File: config.mk
export PLATFORM = sky130hd
export DESIGN_NAME = crd_reset_default
export DESIGN_NICKNAME = d
export VERILOG_FILES = /design/src/hw/crd_pkg.sv /design/src/hw/crd_pin_filter.sv /design/src/hw/crd_coef_ram.sv /design/src/hw/crd_reset_default.sv
export SDC_FILE = /design/constraint.sdc
export NUM_CORES = 1
export LEC_CHECK = 0
export BUFFER_PORTS_ARGS = -buffer_cell sky130_fd_sc_hd__clkbuf_2
export CAP_MARGIN = 0
export CORE_UTILIZATION = 55
export CTS_CLUSTER_SIZE = 28
export DETAILED_ROUTE_END_ITERATION = 10
export MAX_ROUTING_LAYER = met4
export PLACE_DENSITY = 0.77
export SLEW_MARGIN = 20
export SYNTH_ARGS = -nofsm -noshare
export SYNTH_HDL_FRONTEND = slang
export SYNTH_SLANG_ARGS = --single-unit
export TNS_END_PERCENT = 50
File: constraint.sdc
create_clock -name CLK -period 2.65 [get_ports CLK]
set_input_delay 0.6625 -clock CLK [delete_from_list [all_inputs] [get_ports CLK]]
set_output_delay 0.6625 -clock CLK [all_outputs]
set_load 0.01 [all_outputs]
File: src/hw/crd_pkg.sv
package crd_pkg;

  // ****************************************************************
  // Timing
  // ****************************************************************
  localparam int unsigned CRD_CLK_MHZ     = 200;
  localparam int unsigned CRD_RST_MIN_US  = 50;
  // Least time, whole microseconds at an integral MHz: exact, no rounding
  localparam int unsigned CRD_RST_MIN_CYC = CRD_RST_MIN_US * CRD_CLK_MHZ;
  localparam int unsigned CRD_CHOP_DIV    = 100;

  // ****************************************************************
  // Sizes
  // ****************************************************************
  localparam int CRD_NCH      = 4;
  localparam int CRD_SLOT_W   = 7;
  localparam int CRD_COEF_N   = 32;
  localparam int CRD_BLK_WRDS = 8;
  localparam int CRD_BLK3_IDX = 16;

  // ****************************************************************
  // Register offsets
  // ****************************************************************
  localparam logic [11:0] CRD_OFF_CTRL    = 12'h000;
  localparam logic [11:0] CRD_OFF_STATUS  = 12'h004;
  localparam logic [11:0] CRD_OFF_GLB     = 12'h008;
  localparam logic [11:0] CRD_OFF_LOOP    = 12'h00C;
  localparam logic [11:0] CRD_OFF_CHAN0   = 12'h010;
  localparam logic [11:0] CRD_OFF_FILT    = 12'h020;
  localparam logic [11:0] CRD_OFF_SLIC    = 12'h024;
  localparam logic [11:0] CRD_OFF_IRQ_EN  = 12'h028;
  localparam logic [11:0] CRD_OFF_IRQ_PND = 12'h02C;
  localparam logic [11:0] CRD_OFF_FEAT    = 12'h030;
  localparam logic [11:0] CRD_OFF_CF_ADDR = 12'h034;
  localparam logic [11:0] CRD_OFF_CF_DATA = 12'h038;
  localparam logic [11:0] CRD_OFF_CF_RD   = 12'h03C;

  // ****************************************************************
  // Field positions (glb: mclk[3:0] law[4] rate[5] txedge[6] rxedge[7]
  // chopa[11:8] chopb[13:12]; chan: txslot[6:0] txhwy[7] rxslot[14:8]
  // rxhwy[15] powerup[16]; slic: dira[3:0] dirb[7:4] dirc[11:8]
  // deba[15:12] debb[19:16]; filt bit 7 is the high-pass filter)
  // ****************************************************************
  localparam int CRD_CTRL_SOFT  = 0;
  localparam int CRD_GLB_W      = 14;
  localparam int CRD_CHAN_W     = 17;
  localparam int CRD_CHAN_PUP   = 16;
  localparam int CRD_LOOP_W     = 7;
  localparam int CRD_SLIC_W     = 20;

  // ****************************************************************
  // Reset values
  // ****************************************************************
  localparam logic [3:0]            CRD_MCLK_2048 = 4'h2;
  localparam logic [CRD_GLB_W-1:0]  CRD_GLB_DEF   = {10'h000, CRD_MCLK_2048};
  localparam logic [CRD_LOOP_W-1:0] CRD_LOOP_DEF  = 7'h00;
  localparam logic [7:0]            CRD_FILT_DEF  = 8'h80;
  localparam logic [CRD_SLIC_W-1:0] CRD_SLIC_DEF  = 20'h00000;
  localparam logic [7:0]            CRD_IRQ_DEF   = 8'h00;
  localparam logic [3:0]            CRD_FEAT_DEF  = 4'h0;

  typedef enum logic [1:0] {
    CRD_RUN,
    CRD_PIN_HOLD,
    CRD_SOFT
  } crd_rst_state_e;

endpackage

File: src/hw/crd_pin_filter.sv
`timescale 1ns/10ps
module crd_pin_filter #(
  parameter int unsigned MIN_CYC = 10000
) (
  input  wire logic clk,
  input  wire logic rstn,
  input  wire logic pin_n,
  output logic      hold
);
  localparam int CW = $clog2(MIN_CYC + 1);
  localparam logic [CW-1:0] MIN_C = CW'(MIN_CYC);

  logic [CW-1:0] cnt_reg;
  logic [CW-1:0] cnt_next;
  logic          hold_reg;
  logic          hold_next;

  // Count saturates so a long hold never wraps back out of reset
  assign cnt_next  = pin_n ? '0 : ((cnt_reg == MIN_C) ? cnt_reg : cnt_reg + 1'b1);
  // Release is taken on the clock edge, never straight from the pin
  assign hold_next = ~pin_n & (cnt_next == MIN_C);
  assign hold      = hold_reg;

  always_ff @(posedge clk or negedge rstn) begin
    if (!rstn) begin
      cnt_reg  <= '0;
      hold_reg <= 1'b0;
    end else begin
      cnt_reg  <= cnt_next;
      hold_reg <= hold_next;
    end
  end
endmodule // crd_pin_filter

File: src/hw/crd_coef_ram.sv
`timescale 1ns/10ps
module crd_coef_ram
  import crd_pkg::*;
(
  input  wire logic        clk,
  input  wire logic        rstn,
  input  wire logic        wr_en,
  input  wire logic [4:0]  wr_idx,
  input  wire logic [15:0] wr_data,
  input  wire logic [4:0]  rd_idx,
  output logic [15:0]      rd_data,
  input  wire logic        ptr_clr,
  input  wire logic        ptr_adv,
  output logic [7:0]       rd_byte
);
  logic [15:0] mem [CRD_COEF_N];
  logic [3:0]  ptr_reg;
  logic [4:0]  byte_word;

  // No reset on storage: contents survive every reset type
  always_ff @(posedge clk) begin
    if (wr_en) begin
      mem[wr_idx] <= wr_data;
    end
  end

  always_ff @(posedge clk or negedge rstn) begin
    if (!rstn) begin
      ptr_reg <= 4'h0;
    end else if (ptr_clr) begin
      ptr_reg <= 4'h0;
    end else if (ptr_adv) begin
      ptr_reg <= ptr_reg + 4'h1;
    end
  end

  // Word 8 down to word 1, high byte first
  assign byte_word = 5'(CRD_BLK3_IDX + CRD_BLK_WRDS - 1) - {2'b00, ptr_reg[3:1]};
  assign rd_byte   = ptr_reg[0] ? mem[byte_word][7:0] : mem[byte_word][15:8];
  assign rd_data   = mem[rd_idx];
endmodule // crd_coef_ram

File: src/hw/crd_reset_default.sv
`timescale 1ns/10ps
module crd_reset_default
  import crd_pkg::*;
#(
  parameter int unsigned RST_MIN_CYC = CRD_RST_MIN_CYC
) (
  input  wire logic               CLK,
  input  wire logic               RSTN,
  input  wire logic               PIN_RESET_N,
  input  wire logic               PSEL,
  input  wire logic               PENABLE,
  input  wire logic               PWRITE,
  input  wire logic [11:0]        PADDR,
  input  wire logic [31:0]        PWDATA,
  output logic                    PREADY,
  output logic [31:0]             PRDATA,
  output logic                    PSLVERR,
  input  wire logic [7:0]         IRQ_EVENT,
  output logic [7:0]              IRQ_PENDING,
  output logic [7:0]              IRQ_SRC_EN,
  output logic [crd_pkg::CRD_NCH-1:0] CH_POWER_DOWN,
  output logic [crd_pkg::CRD_NCH-1:0] TX_HWY_SEL,
  output logic [crd_pkg::CRD_NCH-1:0] RX_HWY_SEL,
  output logic [27:0]             TX_SLOT,
  output logic [27:0]             RX_SLOT,
  output logic [3:0]              MCLK_SEL,
  output logic                    COMPAND_MU,
  output logic                    RATE_DOUBLE,
  output logic                    TX_EDGE_FALL,
  output logic                    RX_EDGE_RISE,
  output logic [5:0]              LOOPBACK_EN,
  output logic                    CUTOFF_EN,
  output logic [7:0]              FILTER_EN,
  output logic [3:0]              SLIC_BIDIR_A_OUT,
  output logic [3:0]              SLIC_BIDIR_B_OUT,
  output logic [3:0]              SLIC_BIDIR_C_OUT,
  output logic [3:0]              SLIC_INPUT_A_DEB,
  output logic [3:0]              SLIC_INPUT_B_DEB,
  output logic [3:0]              FEATURE_EN,
  output logic                    CHOPPER_CLOCK_OUT_A,
  output logic                    CHOPPER_CLOCK_OUT_B,
  output logic                    IN_RESET
);

  // ****************************************************************
  // Reset sources
  // ****************************************************************
  logic           pin_hold;
  crd_rst_state_e state_reg;
  crd_rst_state_e state_next;
  logic           in_rst;

  crd_pin_filter #(
    .MIN_CYC (RST_MIN_CYC)
  ) u_pin (
    .clk   (CLK),
    .rstn  (RSTN),
    .pin_n (PIN_RESET_N),
    .hold  (pin_hold)
  );

  // ****************************************************************
  // APB decode
  // ****************************************************************
  logic        pready_reg;
  logic [31:0] prdata_reg;
  logic        pslverr_reg;
  logic        access;
  logic        done;
  logic        wr_ok;
  logic        hit_ctrl, hit_stat, hit_glb, hit_loop, hit_chan, hit_filt;
  logic        hit_slic, hit_ien, hit_ipnd, hit_feat, hit_cfa, hit_cfd, hit_cfr;
  logic        mapped;
  logic [1:0]  ch_idx;
  logic [31:0] rd_mux;

  assign access   = PSEL & PENABLE;
  assign done     = access & pready_reg;
  // Writes are dropped while defaults are being forced
  assign wr_ok    = done & PWRITE & mapped & ~in_rst;
  assign hit_ctrl = PADDR == CRD_OFF_CTRL;
  assign hit_stat = PADDR == CRD_OFF_STATUS;
  assign hit_glb  = PADDR == CRD_OFF_GLB;
  assign hit_loop = PADDR == CRD_OFF_LOOP;
  assign hit_chan = (PADDR[11:4] == CRD_OFF_CHAN0[11:4]) & (PADDR[1:0] == 2'b00);
  assign hit_filt = PADDR == CRD_OFF_FILT;
  assign hit_slic = PADDR == CRD_OFF_SLIC;
  assign hit_ien  = PADDR == CRD_OFF_IRQ_EN;
  assign hit_ipnd = PADDR == CRD_OFF_IRQ_PND;
  assign hit_feat = PADDR == CRD_OFF_FEAT;
  assign hit_cfa  = PADDR == CRD_OFF_CF_ADDR;
  assign hit_cfd  = PADDR == CRD_OFF_CF_DATA;
  assign hit_cfr  = PADDR == CRD_OFF_CF_RD;
  assign mapped   = hit_ctrl | hit_stat | hit_glb | hit_loop | hit_chan | hit_filt |
                    hit_slic | hit_ien | hit_ipnd | hit_feat | hit_cfa | hit_cfd | hit_cfr;
  assign ch_idx   = PADDR[3:2];

  // ****************************************************************
  // Reset state machine
  // ****************************************************************
  always_comb begin
    state_next = state_reg;
    case (state_reg)
      CRD_RUN: begin
        if (pin_hold) begin
          state_next = CRD_PIN_HOLD;
        end else if (wr_ok & hit_ctrl & PWDATA[CRD_CTRL_SOFT]) begin
          state_next = CRD_SOFT;
        end
      end
      CRD_PIN_HOLD: begin
        if (!pin_hold) begin
          state_next = CRD_RUN;
        end
      end
      CRD_SOFT: begin
        state_next = pin_hold ? CRD_PIN_HOLD : CRD_RUN;
      end
      default: begin
        state_next = CRD_RUN;
      end
    endcase
  end

  always_ff @(posedge CLK or negedge RSTN) begin
    if (!RSTN) begin
      state_reg <= CRD_RUN;
      in_rst    <= 1'b0;
    end else begin
      state_reg <= state_next;
      in_rst    <= state_next != CRD_RUN;
    end
  end

  // ****************************************************************
  // Configuration registers
  // ****************************************************************
  // Power-on (RSTN) and the synchronous default path load the same values
  logic [CRD_GLB_W-1:0]  glb_reg;
  logic [CRD_LOOP_W-1:0] loop_reg;
  logic [7:0]            filt_reg;
  logic [CRD_SLIC_W-1:0] slic_reg;
  logic [7:0]            ien_reg;
  logic [7:0]            ipnd_reg;
  logic [7:0]            ipnd_next;
  logic [3:0]            feat_reg;
  logic [4:0]            cfa_reg;
  logic [CRD_CHAN_W-1:0] chan_reg [CRD_NCH];

  always_ff @(posedge CLK or negedge RSTN) begin
    if (!RSTN) begin
      glb_reg  <= CRD_GLB_DEF;
      loop_reg <= CRD_LOOP_DEF;
      filt_reg <= CRD_FILT_DEF;
      slic_reg <= CRD_SLIC_DEF;
      ien_reg  <= CRD_IRQ_DEF;
      feat_reg <= CRD_FEAT_DEF;
      cfa_reg  <= 5'h00;
    end else if (in_rst) begin
      glb_reg  <= CRD_GLB_DEF;
      loop_reg <= CRD_LOOP_DEF;
      filt_reg <= CRD_FILT_DEF;
      slic_reg <= CRD_SLIC_DEF;
      ien_reg  <= CRD_IRQ_DEF;
      feat_reg <= CRD_FEAT_DEF;
      cfa_reg  <= 5'h00;
    end else if (wr_ok) begin
      if (hit_glb)  glb_reg  <= PWDATA[CRD_GLB_W-1:0];
      if (hit_loop) loop_reg <= PWDATA[CRD_LOOP_W-1:0];
      if (hit_filt) filt_reg <= PWDATA[7:0];
      if (hit_slic) slic_reg <= PWDATA[CRD_SLIC_W-1:0];
      if (hit_ien)  ien_reg  <= PWDATA[7:0];
      if (hit_feat) feat_reg <= PWDATA[3:0];
      if (hit_cfa)  cfa_reg  <= PWDATA[4:0];
    end
  end

  // Set wins over a write-one clear in the same cycle
  assign ipnd_next = in_rst ? CRD_IRQ_DEF :
                     ((ipnd_reg & ~((wr_ok & hit_ipnd) ? PWDATA[7:0] : 8'h00)) |
                      (IRQ_EVENT & ien_reg));

  always_ff @(posedge CLK or negedge RSTN) begin
    if (!RSTN) begin
      ipnd_reg <= CRD_IRQ_DEF;
    end else begin
      ipnd_reg <= ipnd_next;
    end
  end

  genvar gi;
  generate
    for (gi = 0; gi < CRD_NCH; gi++) begin : g_chan
      // Slot n-1, first highways, powered down
      localparam logic [CRD_CHAN_W-1:0] CH_DEF = {1'b0, 1'b0, 7'(gi), 1'b0, 7'(gi)};
      always_ff @(posedge CLK or negedge RSTN) begin
        if (!RSTN) begin
          chan_reg[gi] <= CH_DEF;
        end else if (in_rst) begin
          chan_reg[gi] <= CH_DEF;
        end else if (wr_ok & hit_chan & (ch_idx == 2'(gi))) begin
          chan_reg[gi] <= PWDATA[CRD_CHAN_W-1:0];
        end
      end
      assign CH_POWER_DOWN[gi]          = ~chan_reg[gi][CRD_CHAN_PUP];
      assign TX_SLOT[gi*7 +: 7]         = chan_reg[gi][6:0];
      assign TX_HWY_SEL[gi]             = chan_reg[gi][7];
      assign RX_SLOT[gi*7 +: 7]         = chan_reg[gi][14:8];
      assign RX_HWY_SEL[gi]             = chan_reg[gi][15];
    end
  endgenerate

  // ****************************************************************
  // Coefficient RAM
  // ****************************************************************
  logic [15:0] cf_rdata;
  logic [7:0]  cf_byte;
  logic        cf_clr;
  logic        cf_adv;

  // Readout pointer clears on any reset so a readout restarts at byte 1
  assign cf_clr = in_rst | (wr_ok & hit_cfr);
  assign cf_adv = done & ~PWRITE & hit_cfr;

  crd_coef_ram u_ram (
    .clk     (CLK),
    .rstn    (RSTN),
    .wr_en   (wr_ok & hit_cfd),
    .wr_idx  (cfa_reg),
    .wr_data (PWDATA[15:0]),
    .rd_idx  (cfa_reg),
    .rd_data (cf_rdata),
    .ptr_clr (cf_clr),
    .ptr_adv (cf_adv),
    .rd_byte (cf_byte)
  );

  // ****************************************************************
  // Chopper clocks
  // ****************************************************************
  localparam int DW = $clog2(CRD_CHOP_DIV);
  logic [DW-1:0] div_reg;
  logic          chop_tick;
  logic          chop_a_reg;
  logic          chop_b_reg;

  assign chop_tick = div_reg == DW'(CRD_CHOP_DIV - 1);

  always_ff @(posedge CLK or negedge RSTN) begin
    if (!RSTN) begin
      div_reg    <= '0;
      chop_a_reg <= 1'b1;
      chop_b_reg <= 1'b1;
    end else begin
      div_reg    <= chop_tick ? '0 : div_reg + 1'b1;
      // Idle level high whenever a chopper is not selected
      chop_a_reg <= (in_rst | ~|glb_reg[11:8]) ? 1'b1 : (chop_a_reg ^ chop_tick);
      chop_b_reg <= (in_rst | ~|glb_reg[13:12]) ? 1'b1 : (chop_b_reg ^ chop_tick);
    end
  end

  // ****************************************************************
  // Read path, one wait state so read data leaves a flop
  // ****************************************************************
  assign rd_mux = hit_stat ? {29'h0, pin_hold, in_rst, ~PIN_RESET_N} :
                  hit_glb  ? {18'h0, glb_reg} :
                  hit_loop ? {25'h0, loop_reg} :
                  hit_chan ? {15'h0, chan_reg[ch_idx]} :
                  hit_filt ? {24'h0, filt_reg} :
                  hit_slic ? {12'h0, slic_reg} :
                  hit_ien  ? {24'h0, ien_reg} :
                  hit_ipnd ? {24'h0, ipnd_reg} :
                  hit_feat ? {28'h0, feat_reg} :
                  hit_cfa  ? {27'h0, cfa_reg} :
                  hit_cfd  ? {16'h0, cf_rdata} :
                  hit_cfr  ? {24'h0, cf_byte} : 32'h0;

  always_ff @(posedge CLK or negedge RSTN) begin
    if (!RSTN) begin
      pready_reg  <= 1'b0;
      prdata_reg  <= 32'h0;
      pslverr_reg <= 1'b0;
    end else begin
      pready_reg  <= access & ~pready_reg;
      pslverr_reg <= access & ~pready_reg & ~mapped;
      if (access & ~pready_reg & ~PWRITE) begin
        prdata_reg <= rd_mux;
      end
    end
  end

  assign PREADY       = pready_reg;
  assign PRDATA       = prdata_reg;
  assign PSLVERR      = pslverr_reg;
  assign IRQ_PENDING  = ipnd_reg;
  assign IRQ_SRC_EN   = ien_reg;
  assign MCLK_SEL     = glb_reg[3:0];
  assign COMPAND_MU   = glb_reg[4];
  assign RATE_DOUBLE  = glb_reg[5];
  assign TX_EDGE_FALL = glb_reg[6];
  assign RX_EDGE_RISE = glb_reg[7];
  assign LOOPBACK_EN  = loop_reg[5:0];
  assign CUTOFF_EN    = loop_reg[6];
  assign FILTER_EN    = filt_reg;
  assign SLIC_BIDIR_A_OUT = slic_reg[3:0];
  assign SLIC_BIDIR_B_OUT = slic_reg[7:4];
  assign SLIC_BIDIR_C_OUT = slic_reg[11:8];
  assign SLIC_INPUT_A_DEB = slic_reg[15:12];
  assign SLIC_INPUT_B_DEB = slic_reg[19:16];
  assign FEATURE_EN   = feat_reg;
  assign CHOPPER_CLOCK_OUT_A = chop_a_reg;
  assign CHOPPER_CLOCK_OUT_B = chop_b_reg;
  assign IN_RESET     = in_rst;
endmodule // crd_reset_default

; ---- Word-level counts from Yosys, hierarchy flattened
; Memories as Yosys holds them, arrays and structs flattened.
; Cells that the tools add are included.
[classes]
bitwise_logic = 53
magnitude_cmp = 1
eq_ne = 20
n_mux = 61
n_reduce_logical = 29
addsub = 4
[ops]
columns = cell, count
row1 = 20-bit two-way mux, 9
row2 = 17-bit two-way mux, 10
row3 = "12-bit by 6-bit equality test with 1-bit output, second input constant", 8
row4 = 16-bit two-way mux, 5
row5 = 8-bit two-way mux, 10
row6 = 14-bit two-way mux, 5
row7 = 17-bit binary-select mux with 2-bit select, 1
row8 = "14-bit equality test, second input constant", 2
row9 = 7-bit two-way mux, 4
row10 = 2-bit nonzero test, 14
row11 = "12-bit by 4-bit equality test with 1-bit output, second input constant", 2
row12 = 1-bit bitwise AND, 22
row13 = 4-bit two-way mux, 5
row14 = 8-bit bitwise AND, 2
row15 = 5-bit two-way mux, 3
row16 = 1-bit OR, 15
row17 = "14-bit by 1-bit adder with 14-bit output, second input constant", 1
row18 = 2-bit AND reduction, 7
row19 = "12-bit by 3-bit equality test with 1-bit output, second input constant", 1
row20 = 12-bit zero test, 1
row21 = 1-bit NOT, 9
row22 = "8-bit by 1-bit equality test with 1-bit output, second input constant", 1
row23 = 8-bit NOT, 1
row24 = 8-bit OR, 1
row25 = 16 further kinds, 29
[totals]
memories = 1
word_cells = 192
ff_bits = 207
output_inout_bits = 168
ram_bits = 512
[memory_table]
columns = name, depth, word_bits, rd, rd_ports_with_merged_regs, wr, line_no
row1 = u_ram.mem, 32, 16, 2, 0, 1, crd_coef_ram.sv:16  ; logic [15:0] mem [CRD_COEF_N];

; ---- Depth between registers and ports, before layout
[logic_depth]
word_depth = 21
mapped_depth = 10
ltp_nobuf = 9

; ---- Hierarchy
; Synthesis repeated with hierarchy kept, for this count alone.
[unflattened]
hier_cells = 2248
area_unflattened_um2 = 31702.9
[modules_own_cells]
columns = mod, instances, area_per_inst_um2, seq_area_each_um2, cells_per_inst
row1 = crd_coef_ram, 1, 21264.1, 15474.8, 1192
row2 = crd_reset_default, 1, 9476.6, 4419.2, 954
row3 = crd_pin_filter, 1, 962.2, 375.4, 102

; ---- Worst setup path before layout
; Ideal clock, no wire load.
[synth_timing]
path_type = input port to flip-flop
start = in PADDR[9]
end = mem u_ram.mem[18][0] (enable)
arrival_time_ns = 3.165
required_ns = 2.241
setup_slack_ns = -0.924
stages = 8
setup_ns = 0.409
path_buffers = 2
cell_sequence = nor4_2 > and2_1 > buf_6 > nand3_2 > nor2_1 > buf_2 > nand3_1 > nor3_1
[synth_via]
elab_chain_cells = 18
elab_cells_between_ends = 31
classes_between = 12 x eq/ne / 2 x mux / 16 x bitwise / 1 x reduce/logical
[synth_rtl]
columns = element, line_no
row1 = from (decl), crd_reset_default.sv:13  ; input wire logic [11:0] PADDR,
row2 = 12-bit by 3-bit equality test with 1-bit output / 12-bit zero test (equally long branches), "crd_reset_default.sv:82, crd_reset_default.sv:81"
row3 = 1-bit OR (6 in a row), crd_reset_default.sv:94  ; assign mapped = hit_ctrl | hit_stat | hit_glb | hit_loop | hit_chan | hit_filt |
row4 = 1-bit OR (6 in a row), crd_reset_default.sv:95  ; hit_slic | hit_ien | hit_ipnd | hit_feat | hit_cfa | hit_cfd | hit_cfr;
row5 = 1-bit bitwise AND (2 in a row), crd_reset_default.sv:80  ; assign wr_ok = done & PWRITE & mapped & ~in_rst;
row6 = 1-bit bitwise AND (*), crd_reset_default.sv:228  ; .wr_en (wr_ok & hit_cfd),
row7 = 1-bit two-way mux (*), crd_coef_ram.sv:22  ; if (wr_en) begin
row8 = 1-bit two-way mux (not written as such) (*), crd_coef_ram.sv:23  ; mem[wr_idx] <= wr_data;
row9 = to (decl), crd_coef_ram.sv:16
; Every way passes the cells marked *; elsewhere a longest branch is shown, timed or not.

; ---- Worst setup path in the final report
[layout_timing]
start = reg cfa_reg[0]
end = reg prdata_reg[8], in the netlist PRDATA[8]
[layout_via]
elab_chain_cells = 12
[layout_rtl]
columns = element, line_no
row1 = from (decl), crd_reset_default.sv:147  ; logic [4:0] cfa_reg;
row2 = from (signal assigned), crd_reset_default.sv:174  ; if (hit_cfa) cfa_reg <= PWDATA[4:0];
row3 = memory 32 x 16 bit, n/a
row4 = 16-bit two-way mux, crd_reset_default.sv:275  ; hit_cfd ? {16'h0, cf_rdata} :
row5 = 16-bit two-way mux, crd_reset_default.sv:274  ; hit_cfa ? {27'h0, cfa_reg} :
row6 = 16-bit two-way mux, crd_reset_default.sv:273  ; hit_feat ? {28'h0, feat_reg} :
row7 = 16-bit two-way mux, crd_reset_default.sv:272  ; hit_ipnd ? {24'h0, ipnd_reg} :
row8 = 16-bit two-way mux, crd_reset_default.sv:271  ; hit_ien ? {24'h0, ien_reg} :
row9 = 20-bit two-way mux, crd_reset_default.sv:270  ; hit_slic ? {12'h0, slic_reg} :
row10 = 20-bit two-way mux, crd_reset_default.sv:269  ; hit_filt ? {24'h0, filt_reg} :
row11 = 20-bit two-way mux, crd_reset_default.sv:268  ; hit_chan ? {15'h0, chan_reg[ch_idx]} :
row12 = 20-bit two-way mux, crd_reset_default.sv:267  ; hit_loop ? {25'h0, loop_reg} :
row13 = 20-bit two-way mux, crd_reset_default.sv:266  ; hit_glb ? {18'h0, glb_reg} :
row14 = 20-bit two-way mux, crd_reset_default.sv:265  ; assign rd_mux = hit_stat ? {29'h0, pin_hold, in_rst, ~PIN_RESET_N} :
row15 = to (signal assigned), crd_reset_default.sv:287  ; prdata_reg <= rd_mux;
row16 = to (decl), crd_reset_default.sv:66  ; logic [31:0] prdata_reg;
; Every way passes these cells.
; A chain may end at the register's enable or synchronous reset.

==> impl_metrics.yaml <==
yosys:
  syn_area_um2: 31100
  syn_area_per_cell_um2: 14.4
  synth.area.top_cells: "edfxtp_1, dfrtp_1, mux4_2"
  ys_warn_count: 0
  synthCells: 2153
  ys_ff_latch: 707
  yosysSeqAreaShare_pct: 65.2
  yosysUniqueCellTypes: 78
  async_flop_share_pct: 27.6
  yosysTopAreaCell: "edfxtp_1"
  synth.top_cell.area_share_pct: 49.5
  synth_edf_count: 512
  synthFlopType: "edfxtp_1"
floorplan:
  coreArea_um2: 55400
  initial_core_util_pct: 56.1
  fp.dieH_um: 240
  die-area_um2: 57400
  dieWidth_um: 240
  num_rows: 86
  ios: 226
clock_tree:
  cts.sinks: 707
  clk_pin_slew_worst_paths_ns: 0.06
  htreeDepth: 3
  clockBufferDepth: 3
  numCtsBuffers: 72
  clk_latency_ns: 0.62
  root_buffer: "clkbuf_16"
  cts_hold_buf: 0
  cts_tree: "built"
final_layout:
  design_area_um2: 37100
  drive_above_1_share_pct: 31.8
  final_nets: 2540
  final-instance-count-excl-fill: 3281
  diodes: 0
  largest_reg_flops: 512
  top_register: "u_ram.mem"
  layout_commonest_cell: "edfxtp_1"
  mostFrequentLayoutCells: "edfxtp_1, nand2_1, buf_4, clkbuf_2, dfrtp_1"
  syn_to_final_growth_pct: 19.3
worst_setup_path:
  cp.required_ns: 3.10
  cp-end-kind: "register"
  r2r_setup_slack_ns: -0.01
  crit_type: "reg2reg"
  reg2reg_from: "cfa_reg[0]"
  reg2regPathDepth: 7
  reg2reg_to: "PRDATA[8]"
  path_max_fanout: 25
  arrival_ns: 3.11
  cp-start-kind: "register"
timing:
  slew_headroom_pct: 26.2
  max_freq_mhz: 376
  setup_viol: 2
  tightestPinTransition_ns: 1.11
  rsz0062_at_grt: "yes"
  finalWorstSetupSlack_ns: -0.0109
  finalHoldViolations: 0
  fin_skew_ns: 0.0315
  min_period_over_period_pct: 100
  slew_viol_final: 0
  fin_crit_ns: 2.66
  setup_tns_ns: -0.0120
global_route:
  grt_overflow: 0
  grt_pass1_vias: 20634
  grtUsageMet1_pct: 41.9
  grt_max_degree: 92
  antenna_found_initial: 1
  grt_pass1_wl_um: 131000
  busiest_layer: "met2"
  grt_util_met2_pct: 50.2
  use_met3_pct: 5.26
  grtUsageTotal_pct: 32.1
place:
  port_buffers: 201
  gp_congestion: 0.966
  dp.cells: 3147
  hpwl_um: 61800
  place_area_um2: 34400
status:
  status: "complete, but fails checks"
  violations: "negative setup slack"
drt:
  first_pass_iters: 5
  vias: 21087
  final_antenna_net_count: 0
  first_iter_violations: 2597
  drc_errors: 0
  via_per_inst: 6.43
  wl_per_cell_um: 27.3
  drt_wl_total_um: 89600
job:
  drv_cap: 0
power:
  power_density_nw_per_um2: 612
  p_leak_nw: 13.4
  ir_worst_vdd_uv: 444
worst_hold_path:
  min_path_type: "in2async"
[worst max-delay path by stage]
stage,from,endpoint,slack [ns],cells past startpoint
after floorplan,PADDR[9],u_ram.mem[11][0],-0.46,8
after global placement,cfa_reg[1],PRDATA[2],-0.18,10
after detailed placement,cfa_reg[1],PRDATA[2],-0.23,10
after CTS,cfa_reg[1],PRDATA[2],-0.05,11
after global routing,cfa_reg[0],PRDATA[8],-0.11,7
final,cfa_reg[0],PRDATA[8],-0.01,7
[cell usage after synthesis, drive strengths merged (34+ instances only)]
master / number
edfxtp: 512
nand2: 270
dfrtp: 183
mux2i: 180
buf: 154
nor2: 126
a21oi: 115
mux4: 113
clkbuf: 63
o22ai: 62
a22oi: 37
nand3: 36
o21ai: 34
[cells by family (layout without fill, tap and decap cells)]
logic type,after synthesis,in the layout,synth area share [%]
compound gates,314,314,6.63
xor+xnor,21,21,0.592
fa+ha+maj,4,4,0.161
buf+inv,229,598,4.14
flops,707,707,65.2
mux,298,298,14.2
other cells,1,12,0.0121
simple gates,579,579,9.05
[through the flow]
stage | setup WS, ns | hold slack [ns] | power [mW] | utilization (%)
after floorplan | -0.464 | 0.367 | 12.3 | -
after global placement | -0.177 | 0.437 | 12.7 | 62.0
after detailed placement | -0.228 | 0.460 | 12.7 | 62.0
after CTS | -0.0486 | 0.0549 | 22.7 | 66.4
after global routing | -0.111 | 0.100 | 23.2 | 66.9
final | -0.0109 | 0.0693 | 22.7 | 66.9
[repair_timing]
item | in CTS | in global routing
endpoints found under the setup margin | 8 | 11
gates resized for setup | 14 | 41
gates cloned | 0 | 1
buffers inserted | 3 | 1
pin swaps | 1 | 4
[report_power, final]
part / total, mW / switching, mW / internal [mW] / leakage (nW)
registers: 11.9 / 0.0143 / 11.9 / 7.23
logic: 0.550 / 0.414 / 0.135 / 5.01
clock network: 10.2 / 4.19 / 6.02 / 1.16
[area by class of cell]
type,instances,area (um2)
Sequential cell,707,20300
Fill cell,3748,18400
Multi-Input combinational cell,1228,9910
Timing Repair Buffer,457,3520
Clock buffer,94,2010
Tap cell,748,936
Clock inverter,35,349
Inverter,12,45.0
[critical path, stage by stage, from the launching register on]
cell and delay, ns:
dfrtp_4 0.51, buf_16 0.24, buf_16 0.24, mux4_2 0.53, a32oi_1 0.31, nand4_1 0.19, a32oi_1 0.24, o21ai_0 0.18
[per-layer routing]
layer	vias up	routed length, um
met1	10668	33700
met5	-	0
met4	0	3600
met2	1412	43500
met3	229	8840
li1	8778	-
No activity file was read; power rests on OpenSTA's default activity.
